File: config.mk
export PLATFORM = sky130hd
export DESIGN_NAME = bft_timer_bank
export DESIGN_NICKNAME = d
export VERILOG_FILES = /design/src/logic/bft_pkg.sv /design/src/logic/bft_prescaler.sv /design/src/logic/bft_timer_bank.sv
export SDC_FILE = /design/constraint.sdc
export NUM_CORES = 1
export LEC_CHECK = 0
export BUFFER_PORTS_ARGS = -buffer_cell sky130_fd_sc_hd__buf_2
export CORE_ASPECT_RATIO = 1.1
export CORE_UTILIZATION = 48
export CTS_CLUSTER_DIAMETER = 30
export DETAILED_ROUTE_END_ITERATION = 8
export RECOVER_POWER = 25
export SLEW_MARGIN = 20
export SYNTH_ARGS = -nofsm -noshare
export SYNTH_HDL_FRONTEND = slang
export SYNTH_SLANG_ARGS = --single-unit
export TNS_END_PERCENT = 30
File: constraint.sdc
create_clock -name clk_sys_i -period 3.2 [get_ports clk_sys_i]
set_input_delay 0.16 -clock clk_sys_i [delete_from_list [all_inputs] [get_ports clk_sys_i]]
set_output_delay 0.16 -clock clk_sys_i [all_outputs]
set_load 0.05 [all_outputs]
File: src/logic/bft_pkg.sv
package bft_pkg;
  localparam int          BFT_NUM_INST      = 4;
  localparam int          BFT_CNT_W         = 16;
  localparam int          BFT_PRE_W         = 16;
  localparam logic [11:0] BFT_BASE_ADDR     = 12'hC00;
  localparam logic [11:0] BFT_INST_STRIDE   = 12'h020;
  localparam logic [4:0]  BFT_OFF_COUNT     = 5'h00;
  localparam logic [4:0]  BFT_OFF_RELOAD    = 5'h04;
  localparam logic [4:0]  BFT_OFF_STATUS    = 5'h08;
  localparam logic [4:0]  BFT_OFF_IRQ_EN    = 5'h0C;
  localparam logic [4:0]  BFT_OFF_CTRL      = 5'h10;
  localparam int          BFT_STATUS_BIT    = 0;
  localparam int          BFT_IRQ_EN_BIT    = 0;
  localparam int          BFT_CTRL_ENABLE   = 0;
  localparam int          BFT_CTRL_COUNT_UP = 2;
  localparam int          BFT_CTRL_AUTO_RST = 3;
  localparam int          BFT_CTRL_SOFT_RST = 4;
  localparam int          BFT_CTRL_START    = 5;
  localparam int          BFT_CTRL_RELOAD   = 6;
  localparam int          BFT_CTRL_HALT     = 7;
  localparam int          BFT_CTRL_PRE_LSB  = 16;
  localparam logic [15:0] BFT_CNT_RESET     = 16'h0000;
  localparam logic [15:0] BFT_PRE_RESET     = 16'h0000;
  localparam logic [31:0] BFT_ZERO_WORD     = 32'h0000_0000;
  localparam logic [15:0] BFT_CNT_ONE       = 16'h0001;
  localparam logic [15:0] BFT_CNT_ALL_ONES  = 16'hFFFF;
endpackage

File: src/logic/bft_prescaler.sv
`timescale 1ns/1ps
module bft_prescaler
  import bft_pkg::*;
(
  input  wire logic                 clk_sys_i,
  input  wire logic                 reset_i,
  input  wire logic                 restart_i,
  input  wire logic                 run_i,
  input  wire logic [BFT_PRE_W-1:0] divide_i,
  output logic                      tick_o
);
  logic [BFT_PRE_W-1:0] div_cnt_q;
  logic [BFT_PRE_W-1:0] div_cnt_d;
  wire                  at_end = (div_cnt_q >= divide_i);

  // a tick every divide_i + 1 clocks
  assign tick_o = run_i && !restart_i && at_end;

  always_comb
  begin
    div_cnt_d = div_cnt_q;
    if (restart_i || !run_i || at_end)
    begin
      div_cnt_d = '0;
    end
    else
    begin
      div_cnt_d = div_cnt_q + BFT_CNT_ONE;
    end
  end

  always_ff @(posedge clk_sys_i)
  begin
    if (reset_i)
    begin
      div_cnt_q <= '0;
    end
    else
    begin
      div_cnt_q <= div_cnt_d;
    end
  end
endmodule

File: src/logic/bft_timer_bank.sv
`timescale 1ns/1ps
module bft_timer_bank
  import bft_pkg::*;
(
  input  wire logic                    clk_sys_i,
  input  wire logic                    reset_i,
  input  wire logic [11:0]             addr_i,
  input  wire logic                    wr_i,
  input  wire logic                    rd_i,
  input  wire logic [3:0]              be_i,
  input  wire logic [31:0]             wdata_i,
  input  wire logic [BFT_NUM_INST-1:0] lp_req_i,
  output logic      [31:0]             rdata_o,
  output logic      [BFT_NUM_INST-1:0] irq_o,
  output logic      [BFT_NUM_INST-1:0] sleep_o,
  output logic      [BFT_NUM_INST-1:0] lp_grant_o
);
  function automatic logic [31:0] merge_bytes(input logic [31:0] old_v,
                                              input logic [31:0] new_v,
                                              input logic [3:0]  lanes);
    logic [31:0] res;
    res = old_v;
    for (int b = 0; b < 4; b++)
    begin
      if (lanes[b])
      begin
        res[8*b +: 8] = new_v[8*b +: 8];
      end
    end
    return res;
  endfunction

  function automatic logic [31:0] widen(input logic [BFT_CNT_W-1:0] v);
    return {{(32-BFT_CNT_W){1'b0}}, v};
  endfunction

  // decode of the four windows
  wire [11:0] rel_addr   = addr_i - BFT_BASE_ADDR;
  wire        in_bank    = (addr_i >= BFT_BASE_ADDR) &&
                           (rel_addr < 12'(BFT_NUM_INST * BFT_INST_STRIDE));
  wire [1:0]  inst_sel   = rel_addr[6:5];
  wire [4:0]  reg_off    = rel_addr[4:0];

  logic [BFT_CNT_W-1:0] count_q   [BFT_NUM_INST];
  logic [BFT_CNT_W-1:0] snap_q    [BFT_NUM_INST];
  logic [BFT_CNT_W-1:0] preload_q [BFT_NUM_INST];
  logic [BFT_PRE_W-1:0] prescale_q[BFT_NUM_INST];
  logic [BFT_NUM_INST-1:0] status_q;
  logic [BFT_NUM_INST-1:0] irq_en_q;
  logic [BFT_NUM_INST-1:0] enable_q;
  logic [BFT_NUM_INST-1:0] up_q;
  logic [BFT_NUM_INST-1:0] auto_q;
  logic [BFT_NUM_INST-1:0] soft_q;
  logic [BFT_NUM_INST-1:0] start_q;
  logic [BFT_NUM_INST-1:0] halt_q;
  logic [31:0]             word_rd [BFT_NUM_INST];

  genvar gi;
  generate
    for (gi = 0; gi < BFT_NUM_INST; gi++)
    begin : g_inst
      wire        hit       = in_bank && (inst_sel == 2'(gi));
      wire        wr_count  = hit && wr_i && (reg_off == BFT_OFF_COUNT);
      wire        wr_reload = hit && wr_i && (reg_off == BFT_OFF_RELOAD);
      wire        wr_status = hit && wr_i && (reg_off == BFT_OFF_STATUS);
      wire        wr_irq_en = hit && wr_i && (reg_off == BFT_OFF_IRQ_EN);
      wire        wr_ctrl   = hit && wr_i && (reg_off == BFT_OFF_CTRL);
      wire        rd_count  = hit && rd_i && (reg_off == BFT_OFF_COUNT);
      wire [31:0] ctrl_word = {prescale_q[gi], 8'h00, halt_q[gi], 1'b0, start_q[gi],
                               soft_q[gi], auto_q[gi], up_q[gi], 1'b0, enable_q[gi]};
      wire [31:0] ctrl_new  = merge_bytes(ctrl_word, wdata_i, be_i);
      wire        inst_rst  = reset_i || soft_q[gi];
      // start rising by write resets the divider and clears flags
      wire        start_set = wr_ctrl && ctrl_new[BFT_CTRL_START] && !start_q[gi];
      wire        run       = enable_q[gi] && start_q[gi] && !halt_q[gi];
      wire        tick;
      wire [BFT_CNT_W-1:0] limit = up_q[gi] ? BFT_CNT_ALL_ONES : BFT_CNT_RESET;
      wire        at_limit  = (count_q[gi] == limit);
      wire        hit_limit = tick && at_limit;
      wire        reload_rq = wr_ctrl && ctrl_new[BFT_CTRL_RELOAD] && start_q[gi];
      wire [31:0] cnt_new   = merge_bytes(widen(count_q[gi]), wdata_i, be_i);
      wire [31:0] pre_new   = merge_bytes(widen(preload_q[gi]), wdata_i, be_i);
      logic [BFT_CNT_W-1:0] count_d;
      logic                 status_d;
      logic                 start_d;

      bft_prescaler u_div (
        .clk_sys_i (clk_sys_i),
        .reset_i   (inst_rst),
        .restart_i (start_set || halt_q[gi]),
        .run_i     (run),
        .divide_i  (prescale_q[gi]),
        .tick_o    (tick)
      );

      always_comb
      begin
        count_d = count_q[gi];
        start_d = start_q[gi];
        if (wr_ctrl)
        begin
          start_d = ctrl_new[BFT_CTRL_START];
        end
        if (wr_count)
        begin
          count_d = cnt_new[BFT_CNT_W-1:0];
        end
        else if (reload_rq)
        begin
          count_d = preload_q[gi];
        end
        else if (hit_limit)
        begin
          if (auto_q[gi])
          begin
            count_d = preload_q[gi];
          end
          else
          begin
            start_d = 1'b0;
          end
        end
        else if (tick)
        begin
          count_d = up_q[gi] ? count_q[gi] + BFT_CNT_ONE
                             : count_q[gi] - BFT_CNT_ONE;
        end
      end

      // set wins over the firmware clear and over the start clear
      always_comb
      begin
        status_d = status_q[gi];
        if (auto_q[gi])
        begin
          status_d = 1'b0;
        end
        else if ((wr_status && be_i[0] && wdata_i[BFT_STATUS_BIT]) || start_set)
        begin
          status_d = 1'b0;
        end
        if (hit_limit)
        begin
          status_d = 1'b1;
        end
      end

      always_ff @(posedge clk_sys_i)
      begin
        if (inst_rst)
        begin
          count_q[gi]    <= BFT_CNT_RESET;
          snap_q[gi]     <= BFT_CNT_RESET;
          preload_q[gi]  <= BFT_PRE_RESET;
          prescale_q[gi] <= '0;
          status_q[gi]   <= 1'b0;
          irq_en_q[gi]   <= 1'b0;
          enable_q[gi]   <= 1'b0;
          up_q[gi]       <= 1'b0;
          auto_q[gi]     <= 1'b0;
          soft_q[gi]     <= 1'b0;
          start_q[gi]    <= 1'b0;
          halt_q[gi]     <= 1'b0;
        end
        else
        begin
          count_q[gi]  <= count_d;
          status_q[gi] <= status_d;
          start_q[gi]  <= start_d;
          // lane 0 read refreshes the snapshot; upper lanes reuse it
          if (rd_count && be_i[0])
          begin
            snap_q[gi] <= count_q[gi];
          end
          if (wr_reload)
          begin
            preload_q[gi] <= pre_new[BFT_CNT_W-1:0];
          end
          if (wr_irq_en && be_i[0])
          begin
            irq_en_q[gi] <= wdata_i[BFT_IRQ_EN_BIT];
          end
          if (wr_ctrl)
          begin
            prescale_q[gi] <= ctrl_new[31:BFT_CTRL_PRE_LSB];
            halt_q[gi]     <= ctrl_new[BFT_CTRL_HALT];
            enable_q[gi]   <= ctrl_new[BFT_CTRL_ENABLE];
            up_q[gi]       <= ctrl_new[BFT_CTRL_COUNT_UP];
            auto_q[gi]     <= ctrl_new[BFT_CTRL_AUTO_RST];
            soft_q[gi]     <= ctrl_new[BFT_CTRL_SOFT_RST];
          end
        end
      end

      always_comb
      begin
        word_rd[gi] = BFT_ZERO_WORD;
        case (reg_off)
          BFT_OFF_COUNT:
          begin
            word_rd[gi] = be_i[0] ? widen(count_q[gi]) : widen(snap_q[gi]);
          end
          BFT_OFF_RELOAD:
          begin
            word_rd[gi] = widen(preload_q[gi]);
          end
          BFT_OFF_STATUS:
          begin
            word_rd[gi][BFT_STATUS_BIT] = status_q[gi];
          end
          BFT_OFF_IRQ_EN:
          begin
            word_rd[gi][BFT_IRQ_EN_BIT] = irq_en_q[gi];
          end
          BFT_OFF_CTRL:
          begin
            word_rd[gi] = ctrl_word;
          end
          default:
          begin
            word_rd[gi] = BFT_ZERO_WORD;
          end
        endcase
      end

      // outputs registered; irq lags the flag by one clock
      always_ff @(posedge clk_sys_i)
      begin
        if (reset_i)
        begin
          irq_o[gi]      <= 1'b0;
          sleep_o[gi]    <= 1'b1;
          lp_grant_o[gi] <= 1'b0;
        end
        else
        begin
          irq_o[gi]      <= status_q[gi] && irq_en_q[gi];
          sleep_o[gi]    <= !enable_q[gi] || !start_q[gi] || halt_q[gi];
          lp_grant_o[gi] <= lp_req_i[gi] && !start_q[gi];
        end
      end
    end
  endgenerate

  wire [31:0] rd_word = in_bank ? word_rd[inst_sel] : BFT_ZERO_WORD;

  always_ff @(posedge clk_sys_i)
  begin
    if (reset_i)
    begin
      rdata_o <= BFT_ZERO_WORD;
    end
    else if (rd_i)
    begin
      rdata_o <= rd_word;
    end
  end
endmodule

==> flow_summary.toml <==
[floorplanning]
fp.coreArea_um2 = 47800
fp-row-count = 84
chipWidth_um = 212
die_area_um2 = 49300
start_util_pct = 48.5
boundaryPins = 100
dieHeight_um = 233

[global_route]
grt_pass1_wl_um = 119000
gr-total-overflow = 0
antenna_found_initial = 4
grt_start_max_net_pins = 36
grt_pass1_vias = 20100
grt_usage_pct = 32.3

[min_path]
hp-class = "input port to register"
hold_start = "wdata_i[11]"
hold_end = "count_q[3][11]"
min_path_cells = 3

[sta]
finalCritPeriodShare_pct = 95.2
final-hold-violation-count = 0
clock.fmax_mhz = 328
max_slew_margin_pct = -3.68
period_needed_ns = 3.05
fin_skew_ns = 0.0221
hold-worst-slack_ns = 0.0300
worst_pin_slew_ns = 1.56
drv_slew = 33
rsz0062_at_grt = "true"
setup-violations-final = 0

[worst_setup_path]
crit_fanout = 10
r2r_slack_ns = 0.15
worstSetupPathType = "register to register"
reg2regPathDepth = 12
slowest_stage = "a311o_1"
start_kind = "register"
path_buf_inv = 3
crit_cells = 12
required_ns = 3.73
crit_top_cell = "nand3_1"
r2r-end = "count_q[2][12]"
cp_cell_sequence = "clkinvlp_4 -> buf_4 -> ha_1 -> nand3_1 -> a21oi_1 -> nand3_1 -> o21a_1 -> a21oi_1 -> a311o_1 -> buf_4 -> nand3_1 -> o31ai_1"
crit_family = "compound AO/OA/AOI/OAI gates"
reg2reg_from = "g_inst[2].ctrl_word[2]"
endpoint_kind = "register"
worstPathArrival_ns = 3.58
critical_path.max_stage_delay_ns = 0.40

[clock_network]
clkSinkCount = 396
cts_root_buf = "clkbuf_16"
clk_latency_ns = 0.63
cts_buffer_depth = 3
cts_tree = "yes"
path_clk_slew_ns = 0.04
numCtsBuffers = 96
htreeDepth = 3

[synthesis]
netlist_area_um2 = 23200
synth_cells = 2403
synth_area_leaders = "edfxtp_1 (25%), dfxtp_1 (18%), ha_1 (6.7%)"
syn-mean-instance-area_um2 = 9.66
yosys.area.top_type = "edfxtp_1"
synth_ff_type = "dfxtp_1"
ys_seq_area_share_pct = 42.4
async_flop_share_pct = 0
ys_warn_count = 0
synth_cell_types = 90
yosysTopAreaCellShare_pct = 24.8
synth-seq-cells = 396
syn_nets = 2587
synth_edf_count = 192

[pwr]
power.leakage_uw = 0.0113
vdd_ir_drop_max_mv = 0.369
powerDensity_nw_per_um2 = 575

[detailed_routing]
vias = 20400
vias_per_cell = 6.07
drtIter0Drc = 1694
ant_nets = 0
wl_per_cell_um = 23.7
dr.pass1.iters = 9
drc_errors = 0
wirelength_um = 79600

[finish]
final_core_util_pct = 59.9
final_net_count = 2808
fillCellCount = 4158
drive_gt1_share_pct = 16.5
final_cell_mix = "nor2_1 (225), dfxtp_1 (204), edfxtp_1 (192)"
layout_commonest_cell = "nor2_1"
area_delta_synth_final_pct = 23.4

[flow_run]
maxCapViolCount = 1

[outcome]
violations = "max-capacitance violations, max-slew violations"
status = "complete, but fails checks"

[placement]
place.detailed.hpwl_um = 58600
io_buffers = 99
gp_congestion = 0.942
-- how the worst max path moves through the flow --
stage | from | end | slack (ns)
floorplan | addr_i[0] | snap_q[1][0] | 0.38
global placement | g_inst[2].ctrl_word[2] | count_q[2][11] | 0.04
detailed placement | g_inst[0].ctrl_word[2] | count_q[0][3] | 0.06
CTS | g_inst[2].ctrl_word[2] | count_q[2][11] | 0.03
global route | g_inst[3].ctrl_word[2] | count_q[3][11] | -0.08
finish | g_inst[2].ctrl_word[2] | count_q[2][12] | 0.15
-- metrics by stage --
| stage | cells | worst slack (ns) | instance area, µm² | setup TNS [ns] | total power, µW |
|---|---|---|---|---|---|
| finish | 3355 | 0.154 | 28700 | 0 | 16500 |
| global route | 3353 | -0.0766 | 28600 | -0.228 | 16900 |
| CTS | 3344 | 0.0345 | 28600 | 0 | 16600 |
| detailed placement | 3134 | 0.0593 | 24900 | 0 | 6260 |
| global placement | 3134 | 0.0373 | 24900 | 0 | 6250 |
| floorplan | 2403 | 0.383 | 23200 | 0 | 5910 |
-- cells in the mapped netlist, drive strengths merged, types with 19 or more instances --
cell and number:
nor2 228, dfxtp 204, edfxtp 192, and2 186
nand2 146, a21oi 144, o21ai 126, ha 124
inv 111, nand3 86, clkbuf 81, xnor2 58
nor3 56, mux2i 49, xor2 49, buf 42
mux4 42, a211oi 38, a21o 32, a31oi 30
and3 29, o21bai 24, mux2 23, nand4 23
o22ai 20, or3 19
-- timing repair --
action | CTS | global route
setup buffers | 0 | 8
setup endpoints to repair | 0 | 58
hold endpoints to repair | 89 | 0
gates resized for setup | 0 | 12
hold buffers | 28 | 0
-- worst register-to-register path: stages, from the launching register on --
cell and delay, ns:
dfxtp_1 0.37, clkinvlp_4 0.20, buf_4 0.21, ha_1 0.38
nand3_1 0.26, a21oi_1 0.19, nand3_1 0.16, o21a_1 0.22
a21oi_1 0.14, a311o_1 0.40, buf_4 0.23, nand3_1 0.08
o31ai_1 0.11
-- power by group --
part           leakage, µW  total, µW  switching (µW)  internal [µW]
registers          0.00352       5540             103           5440
clock network      0.00166      10300            3180           7080
logic              0.00612        666             435            231
total               0.0113      16500            3720          12700
-- per-layer routing --
metal / vias up / part of all wire [%] / GRT usage (%) / wire (µm)
met2: 993 / 47 / 52.8 / 37100
met5: - / 0.010 / 0 / 8
met1: 9845 / 40 / 39.8 / 31500
li1: 9308 / - / - / -
met3: 232 / 8.0 / 5.79 / 6390
met4: 2 / 5.7 / 19.3 / 4540
-- cell families after synthesis --
kind of cell    synth area share (%)
simple gates                    18.4
compound gates                  16.5
flops                           42.4
buf+inv                         4.28
fa+ha+maj                       7.03
mux                             7.30
xor+xnor                        4.04
-- sequential cells by signal, indices dropped and copies added, names as in the netlist, 16 cells and up --
signal / cells
rdata_o: 32
snap_q: 64
count_q: 64
g_inst.ctrl_word: 16
preload_q: 64
prescale_q: 64
g_inst.u_div.div_cnt_q: 64
-- area by class of cell --
class,instances,area (µm²),area share [%]
timing repair buffer,248,1680,5.87
inverter,112,428,1.49
multi-input combinational,1770,12400,43.4
antenna,2,5.00,0.0175
sequential,396,9850,34.4
tap,645,807,2.82
clock buffer,119,2610,9.11
clock inverter,63,830,2.90
(Power assumes the default switching activity.)
